### src/include/wwdt_pkg.sv
// Package for the windowed watchdog timer: timing constants, field
// positions, the low-power mode encoding and the carrier structs.
// Assumes one 125 MHz system clock from which every slower rate is an
// enable pulse.
package wwdt_pkg;

   // System clock and the emulated low-power RC oscillator rate
   localparam int unsigned CLK_HZ       = 125_000_000;
   localparam int unsigned LOW_POWER_RC_OSC_OSC_HZ  = 31_000;       // Nominal 31 kHz
   localparam int unsigned OSC_DIV_W    = 12;           // Divider width
   // Cycles of the system clock per oscillator tick, minus one
   localparam logic [OSC_DIV_W-1:0] OSC_DIV_M1 =
      OSC_DIV_W'(CLK_HZ / LOW_POWER_RC_OSC_OSC_HZ - 1);

   // Prescaler: 5-bit (divide-by-32) or 7-bit (divide-by-128)
   localparam int unsigned PRE_W          = 7;
   localparam logic [PRE_W-1:0] PRE_SHORT_TOP = 7'h1f;  // Divide by 32
   localparam logic [PRE_W-1:0] PRE_LONG_TOP  = 7'h7f;  // Divide by 128
   localparam logic [2:0]   PRE_SHORT_SHIFT = 3'h5;
   localparam logic [2:0]   PRE_LONG_SHIFT  = 3'h7;
   // Base time-out period per prescaler setting, in milliseconds
   localparam int unsigned BASE_TIMEOUT_SHORT_MS = 1;
   localparam int unsigned BASE_TIMEOUT_LONG_MS  = 4;

   // Postscaler: 16 ratios, 1:1 up to 1:32,768
   localparam int unsigned POST_W     = 15;
   localparam logic [3:0]  POST_MAX_SEL = 4'hf;
   // Elapsed oscillator ticks within one full period
   localparam int unsigned ELAPSED_W  = 23;

   // Layout of configuration word one
   localparam int unsigned CW1_W          = 8;
   localparam int unsigned CW1_POST_LSB   = 0;   // Postscale ratio <3:0>
   localparam int unsigned CW1_WINDOW_DISABLE_CFG_BIT = 6;   // Window disable

   // Power mode of the core, one-hot
   typedef enum logic [2:0] {
      MODE_RUN   = 3'b001,
      MODE_SLEEP = 3'b010,
      MODE_IDLE  = 3'b100
   } wwdt_mode_e;

   // Instruction events from the processor core, one-cycle pulses
   typedef struct packed {
      logic clear_instr;      // Watchdog clear instruction executed
      logic power_save_instr; // Power-save instruction executed
      logic power_save_idle;  // With power_save_instr: 1 idle, 0 sleep
      logic wake_exit;        // Core leaves sleep/idle for another cause
      logic osc_switch_go;    // A clock switch has completed
   } wwdt_cpu_s;

   // Decoded configuration
   typedef struct packed {
      logic       watchdog_enable;
      logic       prescale_long;
      logic       window_disable;
      logic [3:0] postscale_ratio;
   } wwdt_cfg_s;

endpackage

### src/rtl/wwdt_prescaler.sv
// Emulated low-power RC oscillator tick and the watchdog prescaler.
// Assumes the caller holds osc_on_i low whenever the watchdog is off and
// pulses clr_i whenever the watchdog counts must restart.
module wwdt_prescaler (
   input  wire logic                      clk_i,     // System clock
   input  wire logic                      rst_i,     // Sync reset, high
   input  wire logic                      osc_on_i,  // Oscillator enable
   input  wire logic                      clr_i,     // Clear prescaler
   input  wire logic                      long_i,    // 1 div-128, 0 div-32
   output      logic [wwdt_pkg::PRE_W-1:0] cnt_o,    // Prescaler count
   output      logic                      tick_o     // Prescaler wrap
);

   logic [wwdt_pkg::OSC_DIV_W-1:0] osc_q;  // Oscillator phase
   logic [wwdt_pkg::OSC_DIV_W-1:0] osc_d;
   logic [wwdt_pkg::PRE_W-1:0]     pre_q;  // Prescaler count
   logic [wwdt_pkg::PRE_W-1:0]     pre_d;
   wire                            osc_tick; // One pulse per osc period
   wire  [wwdt_pkg::PRE_W-1:0]     pre_top;  // Last count of the divider
   wire                            pre_wrap;

   // The oscillator only runs while the watchdog wants it
   assign osc_tick = osc_on_i && (osc_q == wwdt_pkg::OSC_DIV_M1);
   assign osc_d    = osc_tick ? '0 : osc_q + 1'b1;

   // Divider length picked by the prescale select bit
   assign pre_top  = long_i ? wwdt_pkg::PRE_LONG_TOP
                            : wwdt_pkg::PRE_SHORT_TOP;
   assign pre_wrap = osc_tick && (pre_q == pre_top);
   assign pre_d    = pre_wrap ? '0 : pre_q + 1'b1;

   assign cnt_o  = pre_q;
   assign tick_o = pre_wrap;

   // Oscillator phase: parked at zero while the oscillator is off
   always_ff @(posedge clk_i) begin
      if (rst_i || !osc_on_i) begin
         osc_q <= '0;
      end else begin
         osc_q <= osc_d;
      end
   end

   // Prescaler counts oscillator ticks; clear restarts it
   always_ff @(posedge clk_i) begin
      if (rst_i || clr_i) begin
         pre_q <= '0;
      end else if (osc_tick) begin
         pre_q <= pre_d;
      end
   end

endmodule

### src/rtl/wwdt_top.sv
// Windowed watchdog timer: enable logic, postscaler, window check,
// time-out handling, power mode tracking and sticky status flags.
// Assumes the core reports its instructions as one-cycle pulses and that
// the system returns any device reset, including ours, on DEV_RST_I.
module wwdt_top (
   input  wire logic                        MCLK_I,             // Clock
   input  wire logic                        SRST_I,             // POR
   input  wire logic                        DEV_RST_I,          // Dev reset
   input  wire logic [wwdt_pkg::CW1_W-1:0]  CONFIG_WORD_ONE_I,  // Cfg 1
   input  wire logic                        WDT_EN_CFG_I,       // Always on
   input  wire logic                        PRESCALE_SEL_CFG_I, // 1 div-128
   input  wire wwdt_pkg::wwdt_cpu_s         CPU_I,              // Core evts
   input  wire logic                        SW_ON_WR_I,         // Write en
   input  wire logic                        SW_ON_DATA_I,       // En value
   input  wire logic                        TO_FLAG_CLR_I,      // Clr flag
   input  wire logic                        SLEEP_FLAG_CLR_I,   // Clr sleep
   input  wire logic                        IDLE_FLAG_CLR_I,    // Clr idle
   output      logic                        WDT_RESET_O,        // Reset req
   output      logic                        WAKE_O,             // Wake pulse
   output      logic                        TIMEOUT_FLAG_O,     // Sticky
   output      logic                        SLEEP_FLAG_O,       // Status
   output      logic                        IDLE_FLAG_O,        // Status
   output      logic                        SW_ON_O,            // Sw enable
   output      logic                        LOW_POWER_RC_OSC_ON_O,          // Osc on
   output      logic                        RUNNING_O           // Enabled
);

   // Scale a count of prescaler periods into oscillator ticks
   function automatic logic [wwdt_pkg::ELAPSED_W-1:0] to_ticks(
      input logic [wwdt_pkg::ELAPSED_W-1:0] v,
      input logic                           long_sel
   );
      logic [2:0] sh;
      sh = long_sel ? wwdt_pkg::PRE_LONG_SHIFT : wwdt_pkg::PRE_SHORT_SHIFT;
      return v << sh;
   endfunction

   // Configuration decoded from the ports
   wwdt_pkg::wwdt_cfg_s cfg;

   // Registers
   wwdt_pkg::wwdt_mode_e          mode_q;       // Core power mode
   wwdt_pkg::wwdt_mode_e          mode_d;
   logic [wwdt_pkg::POST_W-1:0]   post_q;       // Postscaler count
   logic                          sw_on_q;      // Software enable
   logic                          to_flag_q;    // Sticky time-out
   logic                          sleep_flag_q; // Entered sleep
   logic                          idle_flag_q;  // Entered idle
   logic                          rst_out_q;    // Reset request out
   logic                          wake_out_q;   // Wake pulse out
   logic                          osc_on_q;     // Oscillator enable out
   logic                          run_q;        // Enabled, registered

   // Prescaler side
   logic [wwdt_pkg::PRE_W-1:0]    pre_cnt;      // Prescaler count
   logic                          pre_tick;     // One prescaled period

   // Decode and event wires
   wire                           enabled;      // Watchdog runs
   wire                           in_run;       // Core executing
   wire  [wwdt_pkg::POST_W-1:0]   post_last;    // Last postscale count
   wire  [wwdt_pkg::ELAPSED_W-1:0] elapsed;     // Ticks since restart
   wire  [wwdt_pkg::ELAPSED_W-1:0] period;      // Ticks per time-out
   wire  [wwdt_pkg::ELAPSED_W-1:0] win_start;   // Start of last quarter
   wire                           win_open;     // Clear is allowed now
   wire                           clr_valid;    // Clear instr accepted
   wire                           clr_early;    // Clear before window
   wire                           timeout;      // Full period elapsed
   wire                           fire_rst;     // Watchdog device reset
   wire                           fire_wake;    // Watchdog wake-up
   wire                           enter_save;   // Entering sleep or idle
   wire                           leave_save;   // Leaving sleep or idle
   wire                           cnt_clr;      // Restart all counts

   // Enable and prescale select from their ports; window and postscale fields from word one
   assign cfg.watchdog_enable = WDT_EN_CFG_I;
   assign cfg.prescale_long   = PRESCALE_SEL_CFG_I;
   assign cfg.window_disable  =
      CONFIG_WORD_ONE_I[wwdt_pkg::CW1_WINDOW_DISABLE_CFG_BIT];
   assign cfg.postscale_ratio =
      CONFIG_WORD_ONE_I[wwdt_pkg::CW1_POST_LSB +: 4];

   // Hardware enable overrides; otherwise software decides
   assign enabled = cfg.watchdog_enable || sw_on_q;
   assign in_run  = (mode_q == wwdt_pkg::MODE_RUN);

   // Postscale ratio 2^n, so the last count is 2^n - 1
   assign post_last = {wwdt_pkg::POST_W{1'b1}}
                      >> (wwdt_pkg::POST_MAX_SEL - cfg.postscale_ratio);

   // Progress measured in oscillator ticks so that the quarter window
   // stays exact even at the 1:1 and 1:2 ratios
   assign elapsed   = to_ticks(wwdt_pkg::ELAPSED_W'(post_q),
                               cfg.prescale_long)
                    + wwdt_pkg::ELAPSED_W'(pre_cnt);
   assign period    = to_ticks(wwdt_pkg::ELAPSED_W'(post_last) + 1'b1,
                               cfg.prescale_long);
   assign win_start = period - (period >> 2);
   assign win_open  = (elapsed >= win_start);

   // A clear only counts while executing with the watchdog running
   assign clr_valid = CPU_I.clear_instr && in_run && enabled;
   // Window active when the disable bit is zero early clear
   assign clr_early = clr_valid && !cfg.window_disable && !win_open;

   // Time-out at the wrap of the last prescaled period
   assign timeout   = enabled && pre_tick && (post_q == post_last);

   // Running: reset the device early clear acts alike
   assign fire_rst  = (timeout && in_run) || clr_early;
   // Asleep or idle: wake instead of reset
   assign fire_wake = timeout && !in_run;

   assign enter_save = CPU_I.power_save_instr && in_run;
   assign leave_save = !in_run && (fire_wake || CPU_I.wake_exit);

   // Every restart cause clears prescaler and postscaler together
   assign cnt_clr = DEV_RST_I || CPU_I.osc_switch_go || enter_save
                 || leave_save || clr_valid || fire_rst || !enabled;

   // Mode tracking: enter on power-save, leave on wake
   always_comb begin
      mode_d = mode_q;
      unique case (mode_q)
         wwdt_pkg::MODE_RUN: begin
            if (enter_save) begin
               mode_d = CPU_I.power_save_idle ? wwdt_pkg::MODE_IDLE
                                              : wwdt_pkg::MODE_SLEEP;
            end
         end
         wwdt_pkg::MODE_SLEEP, wwdt_pkg::MODE_IDLE: begin
            if (leave_save) begin
               mode_d = wwdt_pkg::MODE_RUN;  // Resume after power-save
            end
         end
         default: mode_d = wwdt_pkg::MODE_RUN; // Recover from bad code
      endcase
   end

   // Oscillator and prescaler
   wwdt_prescaler u_pre (
      .clk_i    (MCLK_I),
      .rst_i    (SRST_I),
      .osc_on_i (enabled),       // Oscillator follows the enable
      .clr_i    (cnt_clr),
      .long_i   (cfg.prescale_long),
      .cnt_o    (pre_cnt),
      .tick_o   (pre_tick)
   );

   // Power mode register; a device reset returns to executing
   always_ff @(posedge MCLK_I) begin
      if (SRST_I || DEV_RST_I) begin
         mode_q <= wwdt_pkg::MODE_RUN;
      end else begin
         mode_q <= mode_d;
      end
   end

   // Postscaler counts prescaled periods, also in sleep/idle
   always_ff @(posedge MCLK_I) begin
      if (SRST_I || cnt_clr) begin
         post_q <= '0;
      end else if (pre_tick) begin
         post_q <= post_q + 1'b1;
      end
   end

   // Software enable, lost on any device reset
   always_ff @(posedge MCLK_I) begin
      if (SRST_I || DEV_RST_I) begin
         sw_on_q <= 1'b0;
      end else if (SW_ON_WR_I) begin
         sw_on_q <= SW_ON_DATA_I;
      end
   end

   // Sticky time-out flag; survives the reset it causes, set beats
   // clear, and only power-on or software clears it
   always_ff @(posedge MCLK_I) begin
      if (SRST_I) begin
         to_flag_q <= 1'b0;
      end else if (fire_rst || fire_wake) begin
         to_flag_q <= 1'b1;
      end else if (TO_FLAG_CLR_I) begin
         to_flag_q <= 1'b0;
      end
   end

   // Sleep and idle status stay set through wake-up; software clears
   // them, and a new entry in the same cycle wins
   always_ff @(posedge MCLK_I) begin
      if (SRST_I) begin
         sleep_flag_q <= 1'b0;
         idle_flag_q  <= 1'b0;
      end else begin
         if (enter_save && !CPU_I.power_save_idle) begin
            sleep_flag_q <= 1'b1;
         end else if (SLEEP_FLAG_CLR_I) begin
            sleep_flag_q <= 1'b0;
         end
         if (enter_save && CPU_I.power_save_idle) begin
            idle_flag_q <= 1'b1;
         end else if (IDLE_FLAG_CLR_I) begin
            idle_flag_q <= 1'b0;
         end
      end
   end

   // Registered outputs: one-cycle event pulses and status levels
   always_ff @(posedge MCLK_I) begin
      if (SRST_I) begin
         rst_out_q  <= 1'b0;
         wake_out_q <= 1'b0;
         osc_on_q   <= 1'b0;
         run_q      <= 1'b0;
      end else begin
         rst_out_q  <= fire_rst;
         wake_out_q <= fire_wake;
         osc_on_q   <= enabled;
         run_q      <= enabled;
      end
   end

   assign WDT_RESET_O    = rst_out_q;
   assign WAKE_O         = wake_out_q;
   assign TIMEOUT_FLAG_O = to_flag_q;
   assign SLEEP_FLAG_O   = sleep_flag_q;
   assign IDLE_FLAG_O    = idle_flag_q;
   assign SW_ON_O        = sw_on_q;
   assign LOW_POWER_RC_OSC_ON_O      = osc_on_q;
   assign RUNNING_O      = run_q;

endmodule

### config.mk
export PLATFORM = sky130hd
export DESIGN_NAME = wwdt_top
export DESIGN_NICKNAME = d
export VERILOG_FILES = /design/src/include/wwdt_pkg.sv /design/src/rtl/wwdt_prescaler.sv /design/src/rtl/wwdt_top.sv
export SDC_FILE = /design/constraint.sdc
export NUM_CORES = 1
export LEC_CHECK = 0
export BUFFER_PORTS_ARGS = -buffer_cell sky130_fd_sc_hd__buf_2
export CORE_MARGIN = 5
export CORE_UTILIZATION = 40
export CTS_CLUSTER_SIZE = 25
export DETAILED_ROUTE_END_ITERATION = 8
export PLACE_DENSITY = 0.68
export SYNTH_ARGS = -nofsm -noshare
export SYNTH_HDL_FRONTEND = slang
export SYNTH_HIERARCHICAL = 1
export SYNTH_SLANG_ARGS = --single-unit
### constraint.sdc
create_clock -name MCLK_I -period 10.65 [get_ports MCLK_I]
set_clock_uncertainty 0.15 [all_clocks]
set_input_delay 1.065 -clock MCLK_I [delete_from_list [all_inputs] [get_ports MCLK_I]]
set_output_delay 1.065 -clock MCLK_I [all_outputs]
set_load 0.01 [all_outputs]
==> Word-level counts from Yosys, hierarchy flattened <==
Cells that the tools add are included.
{ "totals": {"out_inout_bits": 8, "wordCells": 81, "reg_bits": 44, "inputBits": 23} }
{ "classes": {"n_eq_ne": 8, "n_reduce_logical": 38, "n_addsub": 7, "order_cmp": 1, "shift": 3, "n_mux": 13} }
{ "op_table": {"columns": ["op", "count"], "rows": [
  ["23-bit by 7-bit adder with 23-bit output", 1],
  ["23-bit greater-or-equal comparator", 1],
  ["15-bit by 3-bit << shifter with 23-bit output", 1],
  ["16-bit by 3-bit << shifter with 23-bit output", 1],
  ["23-bit by 21-bit subtractor with 23-bit output", 1],
  ["15-bit by 1-bit adder with 16-bit output (second input constant)", 1],
  ["15-bit by 1-bit adder with 15-bit output (second input constant)", 1],
  ["15-bit equality test", 1],
  ["15-bit by 4-bit >> shifter with 15-bit output (first input constant)", 1],
  ["1-bit logical AND", 14],
  ["7-bit 2-to-1 mux", 2],
  ["1-bit logical OR", 13],
  ["12-bit by 1-bit adder with 12-bit output (second input constant)", 1],
  ["12-bit equality test (second input constant)", 1],
  ["3-bit 2-to-1 mux", 3],
  ["7-bit by 1-bit adder with 7-bit output (second input constant)", 1],
  ["7-bit equality test", 1],
  ["1-bit 2-to-1 mux", 6],
  ["3-bit one-hot mux with 2 select lines", 1],
  ["2-bit nonzero test", 3],
  ["1-bit zero test", 5],
  ["2-bit OR reduction", 2],
  ["4-bit subtractor (first input constant)", 1],
  ["3-bit by 1-bit equality test with 1-bit output (second input constant)", 1],
  ["6 further kinds", 6]
]} }

==> Logic depth before layout (Yosys ltp) <==
{ "logic_depth": {"word_depth": 13, "ltp_mapped": 27, "depth_no_buf": 24} }

==> Modules after synthesis <==
Netlist, hierarchy kept.
{ "modules_own_cells": {"columns": ["mod", "area_per_inst_um2", "n_inst", "seq_area_each_um2", "cells_each"], "rows": [
  ["wwdt_top", 3897.5, 1, 500.5, 549],
  ["wwdt_prescaler", 883.3, 1, 380.4, 101]
]} }

==> Worst setup path before layout <==
OpenSTA, ideal clock, no wires.
{ "synth_timing": {"kind": "input port to flip-flop", "startpoint": "input CONFIG_WORD_ONE_I[3] in the netlist's numbering", "endpoint": "register to_flag_q, in the netlist TIMEOUT_FLAG_O", "n_path_buf": 3, "t_required_ns": 10.368, "path_stages": 26, "setup_slack_ns": 5.014, "setup_time_ns": 0.132, "arrival_time_ns": 5.354, "cell_sequence": "buf_2 > clkbuf_1 > nor2_1 > nand2_1 > ha_1 > clkbuf_1 > nand2_1 > o21ai_0 > a21o_1 > a22o_1 > inv_1 > ha_1 > a21oi_1 > o21ai_0 > a22oi_1 > nor2b_1 > maj3_1 > xnor2_1 > ha_1 > and4_1 > nand3_1 > nor4_1 > o21ai_0 > a21boi_0 > a211o_1 > a31oi_1"} }
{ "synth_via": {"elab_chain_len": 11, "elab_cells_between_ends": 16, "classes_between": "add/sub: 3; order compare: 1; eq/ne: 1; shift: 2; mux: 1; reduce/logical: 8"} }
{ "synth_rtl": {"columns": ["item", "line", "source"], "rows": [
  ["start: declaration", "wwdt_top.sv:9", "input wire logic [wwdt_pkg::CW1_W-1:0] CONFIG_WORD_ONE_I,"],
  ["4-bit subtractor (*)", "wwdt_top.sv:89", ">> (wwdt_pkg::POST_MAX_SEL - cfg.postscale_ratio);"],
  ["15-bit by 4-bit >> shifter with 15-bit output (*)", "wwdt_top.sv:88", "assign post_last = {wwdt_pkg::POST_W{1'b1}}"],
  ["15-bit by 1-bit adder with 16-bit output", "wwdt_top.sv:96", "assign period = to_ticks(wwdt_pkg::ELAPSED_W'(post_last) + 1'b1,"],
  ["16-bit by 3-bit << shifter with 23-bit output", "wwdt_top.sv:35", "return v << sh;"],
  ["23-bit by 21-bit subtractor with 23-bit output", "wwdt_top.sv:98", "assign win_start = period - (period >> 2);"],
  ["23-bit greater-or-equal comparator", "wwdt_top.sv:99", "assign win_open = (elapsed >= win_start);"],
  ["1-bit zero test", "wwdt_top.sv:104", "assign clr_early = clr_valid && !cfg.window_disable && !win_open;"],
  ["1-bit logical AND", "wwdt_top.sv:104", null],
  ["1-bit logical OR", "wwdt_top.sv:110", "assign fire_rst = (timeout && in_run) || clr_early;"],
  ["1-bit logical OR (*)", "wwdt_top.sv:183", "end else if (fire_rst || fire_wake) begin"],
  ["1-bit 2-to-1 mux or 2-bit nonzero test (tied branches)", null, null],
  ["end signal: assignment", "wwdt_top.sv:182", "to_flag_q <= 1'b0;"],
  ["end signal: assignment", "wwdt_top.sv:184", "to_flag_q <= 1'b1;"],
  ["end signal: assignment", "wwdt_top.sv:186", "to_flag_q <= 1'b0;"],
  ["end: declaration", "wwdt_top.sv:46", "logic to_flag_q;"]
]} }
Mark *: on every way between the ends. The rest lies on a longest branch, timed or not.
A chain may end at the register's enable or synchronous reset.

==> Final worst setup path <==
Same ends and word-level chain as after synthesis.

==> flow_summary.toml <==
[clocking]
clockRootBuffer = "clkbuf_16"
clk_latency_ns = 0.28
htree_levels = 2
cts_resized = 0
cts_tree = "yes"
cts.clk_slew.worst_paths_ns = 0.06
cts_setup_buffers = 0
hold_buffers = 0
clk_path_buf_depth = 2
clock-sinks = 44
cts_buffers = 5

[place]
place_area_sq_um = 4910
dp_hpwl_um = 9240
place_inst = 785
gp_congestion = 0.967
dp_worst_setup_slack_ns = 3.82
port_buffers = 27

[global_route]
grt_pass1_wl_um = 20400
grt_pass1_vias = 4390
overflow = 0
grt_max_degree = 61
grt.total_usage_pct = 16.6
antenna_found_initial = 0

[setup_path]
cp_cell_sequence = "buf_2, nor2_1, nand2_1, ha_1, or3b_1, a21oi_1, nor2_1, ha_1, nand2_1, o21ai_0, a22oi_1, nor2b_1, maj3_1, xnor2_1, ha_1, and4_1, nand3_1, nor4_1, o21ai_0, a21boi_0, a211o_1, a31oi_1"
ff2ff_path_depth = 16
crit_slowest_cell = "ha_1"
crit_type = "input port to flop"
startpoint_type = "input port"
path_delay_family = "simple AND/OR/NAND/NOR gates"
worstReg2RegStart = "post_q[1]"
worst_path_most_repeated_cell = "ha_1"
rr_endpoint = "TIMEOUT_FLAG_O"
max_stage_delay_ns = 0.51
worstPathArrival_ns = 6.65
required_ns = 10.66
critPathMaxFanout = 35
critical_path_buf_inv_count = 1
rrSetupSlack_ns = 6.72
endpoint_kind = "flop"

[synthesis]
avgSynthCellArea_sq_um = 7.36
synth_xor_area_share_pct = 11.7
syn_inst = 650
yosys_warnings = 6
synth_nets = 714
synthMuxAreaShare_pct = 2.77
yosysSeqAreaShare_pct = 18.4
synth_top_family_by_area = "simple AND/OR/NAND/NOR gates"
synth_simple_gate_area_share_pct = 27.6
synth-adder-area-share_pct = 11.3
synth.lib_cells_used.distinct = 80
ys_ff_latch = 44
synthFlopType = "dfxtp_1"
async_flop_share_pct = 0
synth_edf_count = 0
synth_compound_area_share_pct = 21.1
synthesis.area_sq_um = 4780

[pwr]
ir_drop_v = 0.000127
power.leakage_nw = 1.97
p_per_area_nw_per_um2 = 92.6

[finish]
layout_commonest_cell = "nor2_1"
final_util_pct = 42.6
final_cell_count_no_fill = 792
stdcell_area_sq_um = 5050
final_nets = 709
diodes = 0
final_layout_size_suffix_gt1_share_pct = 7.75
final_cell_mix = "76 x nor2_1, 54 x nand2_1, 44 x dfxtp_1"
area_growth_pct = 5.65

[sta]
slew_viol_final = 0
setup_viol = 0
rsz0062_at_grt = "false"
max_clock_freq_mhz = 151
tightest_slew_ns = 0.660
period_minus_slack_ns = 6.64
final_hold_viol_count = 0
fin_crit_sh_pct = 62.3
setup_slack_ns = 4.01
slew_headroom_pct = 55.9
fin_tns_setup_ns = 0

[min_path]
hold_depth = 2
hold_start = "SLEEP_FLAG_O"
hp-class = "flop to flop"
hold_path_end = "SLEEP_FLAG_O"

[drt]
drt_wl_total_um = 12100
ant_nets = 0
drt-pass1-iter-count = 5
viasPerCell = 5.80
drt_iter0_drc = 431
drc = 0
drt-wirelength-per-cell_um = 15.3
vias = 4590

[floorplanning]
boundaryPins = 31
dieWidth_um = 119
start_util_pct = 40.3
rows = 40
coreArea_sq_um = 11900
dieArea_sq_um = 14200
die_h_um = 119

[status]
outcome = "finished clean"

[job]
maxCapViolations = 0
[cell type report]
type / count / area (sq um)
clock buffers: 5 / 125
well taps: 147 / 184
repair buffers: 28 / 143
flip-flops and latches: 44 / 881
fillers: 1169 / 6810
multi-input cells: 529 / 3570
inverters: 37 / 139
clock inverters: 2 / 12.5
[sequential cells by signal, summed over array words and instances (netlist names)]
| name | count |
|---|---|
| TIMEOUT_FLAG_O | 1 |
| WDT_RESET_O | 1 |
| post_q | 15 |
| RUNNING_O | 1 |
| u_pre/osc_q | 12 |
| SLEEP_FLAG_O | 1 |
| mode_q | 3 |
| SW_ON_O | 1 |
| IDLE_FLAG_O | 1 |
| u_pre/cnt_o | 7 |
| WAKE_O | 1 |
[routing by layer]
metal	part of all wire (%)	global-route usage, %	vias to the layer above
li1	-	-	2322
met1	47	22.3	2149
met2	49	29.0	111
met3	3.9	1.76	8
met4	0.70	2.65	0
met5	0	0	-
[cell usage after synthesis (3+ instances only)]
| library cell | instances | share of area [%] |
|---|---|---|
| ha_1 | 40 | 10 |
| buf_4 | 4 | 0.63 |
| and2_1 | 4 | 0.52 |
| nor2_1 | 76 | 6.0 |
| o31ai_1 | 6 | 0.94 |
| a21oi_1 | 37 | 3.9 |
| mux2i_1 | 11 | 2.3 |
| buf_1 | 4 | 0.31 |
| nand3_1 | 29 | 3.0 |
| o21a_1 | 5 | 0.79 |
| or3_1 | 5 | 0.65 |
| clkbuf_1 | 19 | 1.5 |
| xor2_1 | 27 | 4.9 |
| a211oi_1 | 8 | 1.3 |
| nand2b_1 | 11 | 1.4 |
| a31oi_1 | 7 | 0.92 |
| nor4_1 | 9 | 1.2 |
| inv_1 | 36 | 2.8 |
| and3_1 | 8 | 1.0 |
| nand4_1 | 12 | 1.6 |
| a22o_1 | 3 | 0.55 |
| o21ai_1 | 5 | 0.52 |
| nor2b_1 | 4 | 0.52 |
| nor3_1 | 17 | 1.8 |
| nand2_1 | 54 | 4.2 |
| dfxtp_1 | 44 | 18 |
| and4_1 | 5 | 0.92 |
| a32oi_1 | 3 | 0.55 |
| or4_1 | 5 | 0.79 |
| buf_2 | 11 | 1.2 |
| o22ai_1 | 4 | 0.52 |
| xnor2_1 | 37 | 6.8 |
| o21ai_0 | 30 | 3.1 |
| a21o_1 | 10 | 1.6 |
[worst reg2reg max path: cells and delay by family (launching register included)]
kind	cells	cell delay (ns)
fa+ha+maj	2	0.61
buf+inv	1	0.13
flops	1	0.47
compound gates	7	1.13
simple gates	6	1.34
[stage by stage]
step	hold WS, ns	power (mW)
floorplan	0.292	0.290
global placement	0.308	0.318
detailed placement	0.323	0.324
CTS	0.339	0.470
global route	0.366	0.498
finish	0.339	0.468
[worst max path at each step]
stage	from	end	cells after the start
4_1_cts	CONFIG_WORD_ONE_I[1]	TIMEOUT_FLAG_O	22
6_report	CONFIG_WORD_ONE_I[3]	TIMEOUT_FLAG_O	22
3_3_place_gp	CONFIG_WORD_ONE_I[3]	TIMEOUT_FLAG_O	22
3_5_place_dp	CONFIG_WORD_ONE_I[1]	TIMEOUT_FLAG_O	22
5_1_grt	CONFIG_WORD_ONE_I[3]	WDT_RESET_O	22
2_1_floorplan	CONFIG_WORD_ONE_I[3]	TIMEOUT_FLAG_O	26
[cell families after synthesis]
kind of cell,Yosys count
AO/OA/AOI/OAI,151
adder cells (fa/ha/maj),43
multiplexers,13
AND/OR/NAND/NOR,258
XOR/XNOR,64
flip-flops,44
buffers and inverters,77
[power by group]
group	internal, mW	switching [mW]	leakage [nW]
Sequential	0.166	0.00132	0.356
Clock	0.0850	0.0600	0.0657
Combinational	0.0631	0.0919	1.55
Power figures use the tool's default switching activity.
